### config.mk
export PLATFORM = sky130hd
export DESIGN_NAME = dfs_status_bank
export DESIGN_NICKNAME = d
export VERILOG_FILES = /design/src/pkg/dfs_pkg.sv /design/src/design/dfs_ref_correct.sv /design/src/design/dfs_status_bank.sv
export SDC_FILE = /design/constraint.sdc
export NUM_CORES = 1
export LEC_CHECK = 0
export BUFFER_PORTS_ARGS = -buffer_cell sky130_fd_sc_hd__buf_2
export CAP_MARGIN = 10
export CORE_ASPECT_RATIO = 1.4
export CORE_UTILIZATION = 55
export DETAILED_ROUTE_END_ITERATION = 8
export GPL_TIMING_DRIVEN = 1
export HOLD_SLACK_MARGIN = 0.02
export MAX_ROUTING_LAYER = met4
export PLACE_DENSITY_LB_ADDON = 0.3
export SETUP_SLACK_MARGIN = 0.05
export SLEW_MARGIN = 20
export SYNTH_ARGS = -nofsm -noshare
export SYNTH_HDL_FRONTEND = slang
export SYNTH_SLANG_ARGS = --single-unit
### constraint.sdc
create_clock -name sys_clk -period 19.85 [get_ports sys_clk]
set_input_delay 0.9925 -clock sys_clk [delete_from_list [all_inputs] [get_ports sys_clk]]
set_output_delay 0.9925 -clock sys_clk [all_outputs]
set_load 0.005 [all_outputs]
### src/pkg/dfs_pkg.sv
package dfs_pkg;

  // ==========================================================
  // access port widths
  localparam int ADDR_W = 16;
  localparam int DATA_W = 16;

  // ==========================================================
  // parameter / holding register addresses
  localparam logic [15:0] OFF_ANA_ONE_PCT = 16'h0076;
  localparam logic [15:0] OFF_CMD_MIRROR = 16'h012D;
  localparam logic [15:0] OFF_STAT_MIRROR = 16'h012E;
  localparam logic [15:0] OFF_FAULT_ONE = 16'h0131;
  localparam logic [15:0] OFF_FAULT_TWO = 16'h0132;
  localparam logic [15:0] OFF_ALARM_ONE = 16'h0134;
  localparam logic [15:0] OFF_ALARM_TWO = 16'h0135;
  localparam logic [15:0] OFF_ACT_ONE = 16'h9C45;
  localparam logic [15:0] OFF_ACT_TWO = 16'h9C46;

  // ==========================================================
  // reset values
  localparam logic [15:0] RST_WORD = 16'h0000;
  localparam logic [6:0] RST_PCT = 7'h00;

  // ==========================================================
  // fault word one bit positions
  localparam int FLT1_OVERCURRENT = 0;
  localparam int FLT1_DC_OVERVOLT = 1;
  localparam int FLT1_DRIVE_OVERTEMP = 2;
  localparam int FLT1_FAULT_CURRENT = 3;
  localparam int FLT1_OUT_OVERLOAD = 4;
  localparam int FLT1_DC_UNDERVOLT = 5;
  localparam int FLT1_ANA_ONE_FAULT = 6;
  localparam int FLT1_AI2_FAULT = 7;
  localparam int FLT1_MOTOR_OVERTEMP = 8;
  localparam int FLT1_PANEL_LOSS = 9;
  localparam int FLT1_PARAM_INCONS = 10;
  localparam int FLT1_DC_RIPPLE = 11;
  localparam int FLT1_MOTOR_STALL = 12;
  localparam int FLT1_SERIAL_LOSS = 13;
  localparam int FLT1_EXT_FAULT = 14;
  localparam int FLT1_GROUND_FAULT = 15;
  // fault word two bit positions, 1, 3 to 7 and 9 to 15 reserved
  localparam int FLT2_UNDERLOAD = 0;
  localparam int FLT2_OPTICAL_LINK = 2;
  localparam int FLT2_HW_ERROR = 8;

  // ==========================================================
  // alarm word one bit positions, 14 and 15 reserved
  localparam int ALM1_OVERCURRENT = 0;
  localparam int ALM1_OVERVOLT = 1;
  localparam int ALM1_UNDERVOLT = 2;
  localparam int ALM1_DIR_LOCK = 3;
  localparam int ALM1_SERIAL_LOSS = 4;
  localparam int ALM1_MODBUS_EXC = 5;
  localparam int ALM1_ANA_ONE_LOSS = 6;
  localparam int ALM1_AI2_LOSS = 7;
  localparam int ALM1_PANEL_LOSS = 8;
  localparam int ALM1_DRIVE_OVERTEMP = 9;
  localparam int ALM1_MOTOR_OVERTEMP = 10;
  localparam int ALM1_UNDERLOAD = 11;
  localparam int ALM1_MOTOR_STALL = 12;
  localparam int ALM1_OPTICAL_LINK = 13;
  // alarm word two bit positions, 5 and up reserved
  localparam int ALM2_OVERLOAD = 0;
  localparam int ALM2_AUTORESET = 1;
  localparam int ALM2_CTRL_SLEEP = 2;
  localparam int ALM2_PUMP_AUTOCHANGE = 3;
  localparam int ALM2_PUMP_INTERLOCK = 4;

  localparam logic [15:0] FAULT_ONE_MASK = 16'hFFFF;
  localparam logic [15:0] FAULT_TWO_MASK = 16'((1 << FLT2_UNDERLOAD) |
      (1 << FLT2_OPTICAL_LINK) | (1 << FLT2_HW_ERROR));
  localparam logic [15:0] ALARM_ONE_MASK = 16'((1 << (ALM1_OPTICAL_LINK + 1)) - 1);
  localparam logic [15:0] ALARM_TWO_MASK = 16'((1 << (ALM2_PUMP_INTERLOCK + 1)) - 1);

  // ==========================================================
  // reference correction
  typedef enum logic [1:0] {
    SRC_FIELDBUS = 2'h0,
    SRC_SUM = 2'h1,
    SRC_SCALED = 2'h2
  } dfs_src_t;

  localparam logic [6:0] PCT_MAX = 7'h64;
  localparam int REF_FULL_SCALE = 20000;
  localparam logic signed [31:0] PCT_DIV = 32'sh0000_0064;
  localparam logic signed [31:0] REF_PER_PCT = 32'(REF_FULL_SCALE / 100);
  localparam logic signed [31:0] SAT_HI = 32'sh0000_7FFF;
  localparam logic signed [31:0] SAT_LO = -32'sh0000_8000;

endpackage : dfs_pkg

### src/design/dfs_ref_correct.sv
`timescale 1ns/1ps
`default_nettype none
module dfs_ref_correct import dfs_pkg::*; (
  input wire logic sys_clk, // system clock
  input wire logic arst_n, // async reset, active low
  input wire logic signed [15:0] fbRef, // received fieldbus reference
  input wire logic [6:0] anaOnePct, // analog input one, 0..100 percent
  input wire logic [1:0] srcSel, // reference source select
  output logic signed [15:0] corrRef // corrected reference
);

  typedef struct packed {
    logic signed [15:0] corrRef;
  } dfs_corr_state_t;

  dfs_corr_state_t state_r;
  dfs_corr_state_t state_nxt;

  // ==========================================================
  // correction arithmetic
  function automatic logic signed [15:0] corr_calc(input logic signed [15:0] fbIn,
                                                   input logic [6:0] pct,
                                                   input logic [1:0] sel);
    logic signed [31:0] wide;
    logic signed [31:0] pctS;
    pctS = $signed({25'h0, pct});
    case (sel)
      SRC_SUM: wide = 32'(fbIn) + pctS * REF_PER_PCT;
      // signed divide truncates toward zero, symmetric for reverse direction
      SRC_SCALED: wide = (32'(fbIn) * pctS) / PCT_DIV;
      default: wide = 32'(fbIn);
    endcase
    // sum may pass the word range, so clip instead of wrapping
    if (wide > SAT_HI) begin
      wide = SAT_HI;
    end else if (wide < SAT_LO) begin
      wide = SAT_LO;
    end
    return wide[15:0];
  endfunction : corr_calc

  always_comb begin
    state_nxt = state_r;
    state_nxt.corrRef = corr_calc(fbRef, anaOnePct, srcSel);
  end

  always_ff @(posedge sys_clk or negedge arst_n) begin
    if (!arst_n) begin
      state_r <= '0;
    end else begin
      state_r <= state_nxt;
    end
  end

  assign corrRef = state_r.corrRef;

endmodule : dfs_ref_correct
`default_nettype wire

### src/design/dfs_status_bank.sv
`timescale 1ns/1ps
`default_nettype none
module dfs_status_bank import dfs_pkg::*; (
  input wire logic sys_clk, // system clock, 20 MHz
  input wire logic arst_n, // async reset, active low
  // parameter access from the serial link engine
  input wire logic [15:0] regAddr, // parameter / holding register number
  input wire logic regWrEn, // write strobe, one cycle
  input wire logic [15:0] regWrData, // write data
  input wire logic regRdEn, // read strobe, one cycle
  output logic [15:0] regRdData, // read data, valid with regRdValid
  output logic regRdValid, // read answer pulse
  output logic regWrAck, // write accepted pulse
  output logic regAccessErr, // unmapped or refused access pulse
  // reference path
  input wire logic signed [15:0] fbRefOne, // fieldbus reference one
  input wire logic signed [15:0] fbRefTwo, // fieldbus reference two
  input wire logic [1:0] refOneSel, // reference_one_source_select
  input wire logic [1:0] refTwoSel, // reference_two_source_select
  input wire logic [6:0] anaOneLevel, // analog input one, percent
  output logic signed [15:0] corrRefOne, // corrected reference one
  output logic signed [15:0] corrRefTwo, // corrected reference two
  // drive state sources
  input wire logic [15:0] ctrlWord, // current control word
  input wire logic [15:0] statWord, // current status word
  input wire logic actOneNeg, // actual value one sign
  input wire logic [14:0] actOneMag, // actual value one magnitude
  input wire logic actTwoNeg, // actual value two sign
  input wire logic [14:0] actTwoMag, // actual value two magnitude
  input wire logic [15:0] faultCondOne, // active faults, word one
  input wire logic [15:0] faultCondTwo, // active faults, word two
  input wire logic [15:0] alarmCondOne, // active alarms, word one
  input wire logic [15:0] alarmCondTwo // active alarms, word two
);

  typedef struct packed {
    logic [15:0] rdData;
    logic rdValid;
    logic wrAck;
    logic accessErr;
    logic [6:0] anaOnePct;
    logic [15:0] cmdMirror;
    logic [15:0] statMirror;
    logic [15:0] faultOne;
    logic [15:0] faultTwo;
    logic [15:0] alarmOne;
    logic [15:0] alarmTwo;
    logic [15:0] actOne;
    logic [15:0] actTwo;
  } dfs_bank_state_t;

  dfs_bank_state_t state_r;
  dfs_bank_state_t state_nxt;

  // ==========================================================
  // helpers
  function automatic logic [15:0] signed_word(input logic neg, input logic [14:0] mag);
    logic [15:0] pos;
    pos = {1'b0, mag};
    return neg ? 16'(-pos) : pos;
  endfunction : signed_word

  function automatic logic is_mapped(input logic [15:0] addr);
    return (addr == OFF_ANA_ONE_PCT) || (addr == OFF_CMD_MIRROR) ||
           (addr == OFF_STAT_MIRROR) || (addr == OFF_FAULT_ONE) ||
           (addr == OFF_FAULT_TWO) || (addr == OFF_ALARM_ONE) ||
           (addr == OFF_ALARM_TWO) || (addr == OFF_ACT_ONE) ||
           (addr == OFF_ACT_TWO);
  endfunction : is_mapped

  function automatic logic [15:0] read_mux(input dfs_bank_state_t s, input logic [15:0] addr);
    logic [15:0] d;
    d = RST_WORD;
    unique case (addr)
      OFF_ANA_ONE_PCT: d = {9'h0, s.anaOnePct};
      OFF_CMD_MIRROR: d = s.cmdMirror;
      OFF_STAT_MIRROR: d = s.statMirror;
      OFF_FAULT_ONE: d = s.faultOne;
      OFF_FAULT_TWO: d = s.faultTwo;
      OFF_ALARM_ONE: d = s.alarmOne;
      OFF_ALARM_TWO: d = s.alarmTwo;
      OFF_ACT_ONE: d = s.actOne;
      OFF_ACT_TWO: d = s.actTwo;
      default: d = RST_WORD;
    endcase
    return d;
  endfunction : read_mux

  // ==========================================================
  // reference correction, one per external reference
  dfs_ref_correct u_corr_one (
    .sys_clk(sys_clk),
    .arst_n(arst_n),
    .fbRef(fbRefOne),
    .anaOnePct(state_r.anaOnePct),
    .srcSel(refOneSel),
    .corrRef(corrRefOne)
  );

  dfs_ref_correct u_corr_two (
    .sys_clk(sys_clk),
    .arst_n(arst_n),
    .fbRef(fbRefTwo),
    .anaOnePct(state_r.anaOnePct),
    .srcSel(refTwoSel),
    .corrRef(corrRefTwo)
  );

  // ==========================================================
  // next state
  logic clrAlarmOne;
  logic clrAlarmTwo;
  logic wrAllowed;

  always_comb begin
    // only a zero written to an alarm word is taken; everything else is refused
    clrAlarmOne = regWrEn && (regAddr == OFF_ALARM_ONE) && (regWrData == RST_WORD);
    clrAlarmTwo = regWrEn && (regAddr == OFF_ALARM_TWO) && (regWrData == RST_WORD);
    wrAllowed = clrAlarmOne || clrAlarmTwo;

    state_nxt = state_r;
    // converter may overshoot full scale, keep the parameter inside 0..100
    state_nxt.anaOnePct = (anaOneLevel > PCT_MAX) ? PCT_MAX : anaOneLevel;
    state_nxt.cmdMirror = ctrlWord;
    state_nxt.statMirror = statWord;
    state_nxt.actOne = signed_word(actOneNeg, actOneMag);
    state_nxt.actTwo = signed_word(actTwoNeg, actTwoMag);
    state_nxt.faultOne = faultCondOne & FAULT_ONE_MASK;
    state_nxt.faultTwo = faultCondTwo & FAULT_TWO_MASK;

    // a still-active alarm survives its own clear: set wins
    state_nxt.alarmOne = ((clrAlarmOne ? RST_WORD : state_r.alarmOne) | alarmCondOne) &
                         ALARM_ONE_MASK;
    state_nxt.alarmTwo = ((clrAlarmTwo ? RST_WORD : state_r.alarmTwo) | alarmCondTwo) &
                         ALARM_TWO_MASK;

    state_nxt.rdValid = regRdEn;
    state_nxt.rdData = regRdEn ? read_mux(state_r, regAddr) : RST_WORD;
    state_nxt.wrAck = wrAllowed;
    state_nxt.accessErr = (regRdEn && !is_mapped(regAddr)) ||
                          (regWrEn && !wrAllowed);
  end

  always_ff @(posedge sys_clk or negedge arst_n) begin
    if (!arst_n) begin
      state_r <= '0;
    end else begin
      state_r <= state_nxt;
    end
  end

  // ==========================================================
  // outputs
  assign regRdData = state_r.rdData;
  assign regRdValid = state_r.rdValid;
  assign regWrAck = state_r.wrAck;
  assign regAccessErr = state_r.accessErr;

endmodule : dfs_status_bank
`default_nettype wire

==> results by group <==
Flow run
  – Maxcap violations: 0

Drt
  – Via count: 26100
  – Vias/cell: 6.39
  – Total wire length: 81300 um
  – Top Metal Used: met4
  – DRC: 0
  – Drt pass-1 iters: 6
  – Routed wl met2: 40800 um
  – Wl on met1: 33600 um
  – Met3 wire len: 4600 um
  – Iter 0 DRT Violations: 1932
  – Routed Antenna Nets: 0
  – WL/cell: 19.9 um

Synth
  – Warnings from Yosys: 0
  – Cell Area, Synth: 26800 sq um
  – FF+latch count, synth: 160
  – Most used DFF post-synth: dfrtp_1
  – Distinct cells, synth: 139
  – Register area share after synthesis: 15.0%
  – Post-synth EDFFs: 0
  – Mapped Nets: 3803
  – Mean Syn Cell Area: 8.21 sq um
  – Mapped Cells: 3261
  – Post-synthesis async set-or-reset flop share: 100%

Outcome
  – Outcome: finished clean

Global route
  – Global-route wire length before repair: 132000 um
  – Initial antenna violation count: 4
  – Vias in the first global route: 25900
  – Pin count of the biggest net entering global routing: 110
  – GR Util All Layers: 33.7%
  – Total gr overflow: 0

Clock network
  – Clock tree buffer depth: 2
  – CTS tree: yes
  – Clk_lat worst skew: 470 ps
  – CTS root buf: clkbuf_16
  – Sink Count: 160
  – H-tree depth: 4
  – TritonCTS Buffers: 17
  – CTS Hold Buffers Added: 0
  – Clock Pin Slew Worst Setup and Hold Paths: 70 ps

Critical path
  – Crit path to: u_corr_two.corrRef[10]
  – R2R Path End: u_corr_two.corrRef[10]
  – CP Capture Type: register
  – Worst R2R Path Depth: 67
  – Worst R2R Setup Slack: 1060 ps
  – FF-to-FF Start: state_r[132]
  – Worst-path cell with the longest stage delay: or4b_1
  – Required time of the worst setup path: 20170 ps
  – Slowest stage delay, CP: 650 ps
  – Crit path DAT: 19180 ps
  – CP max FO: 13
  – Critical path origin: fbRefTwo[4]
  – Startpoint types: input pin
  – Critical path class: in -> reg

STA
  – Final hold violations: 0
  – Period utilization: 95.0%
  – Clk_skew: 25.5 ps
  – Max-slew headroom: 22.7%
  – Fmax: 53.0 MHz
  – Endpoints failing setup: 0
  – Hold Slack: 478 ps
  – Min cycle time layout: 18860 ps
  – Count of pins over their slew limit: 0
  – Worst Tran Pin Value: 1150 ps

Final layout
  – Share of layout cells above drive strength 1: 14.9%
  – Syn-to-layout area delta: 9.89%
  – Commonest non-fill, non-tap cell in the layout: inv_1
  – Most frequent cells in the layout: 299 x inv_1, 260 x nand2_1, 230 x buf_2
  – Nets@finish: 3985
  – Fillers: 4352
  – Non-filler instance count after layout: 4090

Place
  – Dpl hpwl: 65100 um
  – GP Congestion: 1.00
  – Quantity of I/O buffers inserted on ports: 231
  – Placed insts: 4041

Die
  – Site Rows: 95
  – Die area: 49600 sq um
  – Top Ports: 258
  – Die H: 263 um
  – Die width: 188 um
  – Initial Util: 55.7%
  – Placeable Area: 48000 sq um

Min path
  – HP Class: reg -> reg
## critical path, delay by kind of cell
kind / cells / cell delay (ps)
simple gates: 21 / 5270
buf+inv: 8 / 1170
xor+xnor: 2 / 410
fa+ha+maj: 7 / 3090
compound gates: 28 / 7740
mux: 2 / 510
## layout make-up
cell class | instances | area [sq um] | share of cell area [%]
timing repair buffer | 294 | 1640 | 5.56
sequential | 160 | 4010 | 13.6
clock buffer | 17 | 425 | 1.45
multi-input combinational | 2671 | 21200 | 72.2
clock inverter | 15 | 195 | 0.664
inverter | 299 | 1120 | 3.82
antenna | 4 | 10.0 | 0.0340
tap | 630 | 788 | 2.68
## cells by family after synthesis
kind of cell               count (synthesis)  share of synthesized area [%]
AOI/OAI and AO/OA                        994                           27.6
buffers and inverters                    430                           6.58
adders and majority gates                343                           20.8
xor gates and xnor gates                 206                           6.95
DFF                                      160                           15.0
and+or+nand+nor                         1073                           20.8
muxes                                     55                           2.26
## registers in the layout (all words and copies together), names as in the netlist
signal              flops
regWrAck                1
u_corr_two.corrRef     16
regRdData              16
state_r               109
regRdValid              1
u_corr_one.corrRef     16
regAccessErr            1
## how the worst min path moves through the flow
stage	startpoint	endpoint	slack [ps]	cells after the start
finish	state_r[50]	state_r[50]	480	1
global route	state_r[50]	state_r[50]	490	1
CTS	state_r[50]	state_r[50]	480	1
detailed placement	state_r[33]	state_r[33]	460	1
global placement	state_r[32]	state_r[32]	450	1
floorplan	state_r[32]	state_r[32]	440	1
## cell usage after synthesis (10+ instances only)
cell type	instances	share of area [%]
inv_1	299	4.2
nand2_1	260	3.6
nor2_1	213	3.0
and2_1	185	4.3
fa_1	174	13
a21oi_1	166	3.1
ha_1	161	7.5
dfrtp_1	160	15
xnor2_1	140	4.6
o21ai_0	128	2.4
a21o_1	81	2.3
nand3_1	81	1.5
clkbuf_1	80	1.1
nor3_1	69	1.3
xor2_1	60	2.0
o21ai_1	59	1.1
a31oi_1	49	1.1
a211oi_1	42	1.2
a22oi_1	39	1.1
and3_1	36	0.84
o211ai_1	36	1.0
nand4_1	34	0.79
mux2i_1	32	1.2
or3_1	31	0.72
o31ai_1	28	0.79
buf_4	22	0.62
nor2b_1	22	0.51
buf_2	21	0.39
a221oi_1	20	0.65
o21a_1	20	0.56
nor4_1	19	0.44
mux2_2	18	0.76
or2_2	18	0.42
a211o_1	17	0.56
a222oi_1	17	0.64
nand2b_1	17	0.40
a311oi_1	14	0.46
o21bai_1	14	0.39
or4_1	13	0.36
a221o_1	12	0.45
o2111ai_1	12	0.39
o22ai_1	12	0.28
a31o_2	11	0.36
o2bb2ai_1	11	0.36
o221ai_1	10	0.33
## per-stage QoR
stage	instance area, sq um	TNS (ps)	utilization, %	worst slack (ps)
floorplan	26800	0	-	3110
global placement	28500	0	59.3	560
detailed placement	28500	0	59.3	160
CTS	29100	0	60.6	273
global route	29400	-41.4	61.3	-38.4
finish	29400	0	61.3	986
## metal layers
metal  track usage (%)  vias up
li1                  -    12200
met1              41.0    12800
met2              58.4      979
met3              3.77      171
met4              9.76        0
met5                 -        -
## timing repair
action,CTS,global route
buffers inserted,0,13
gates resized for setup,0,45
setup endpoints to repair,0,32
Power is left out: the tool's default activity adds up to more than one toggle a clock period on the data nets, which glitch-free logic cannot reach.
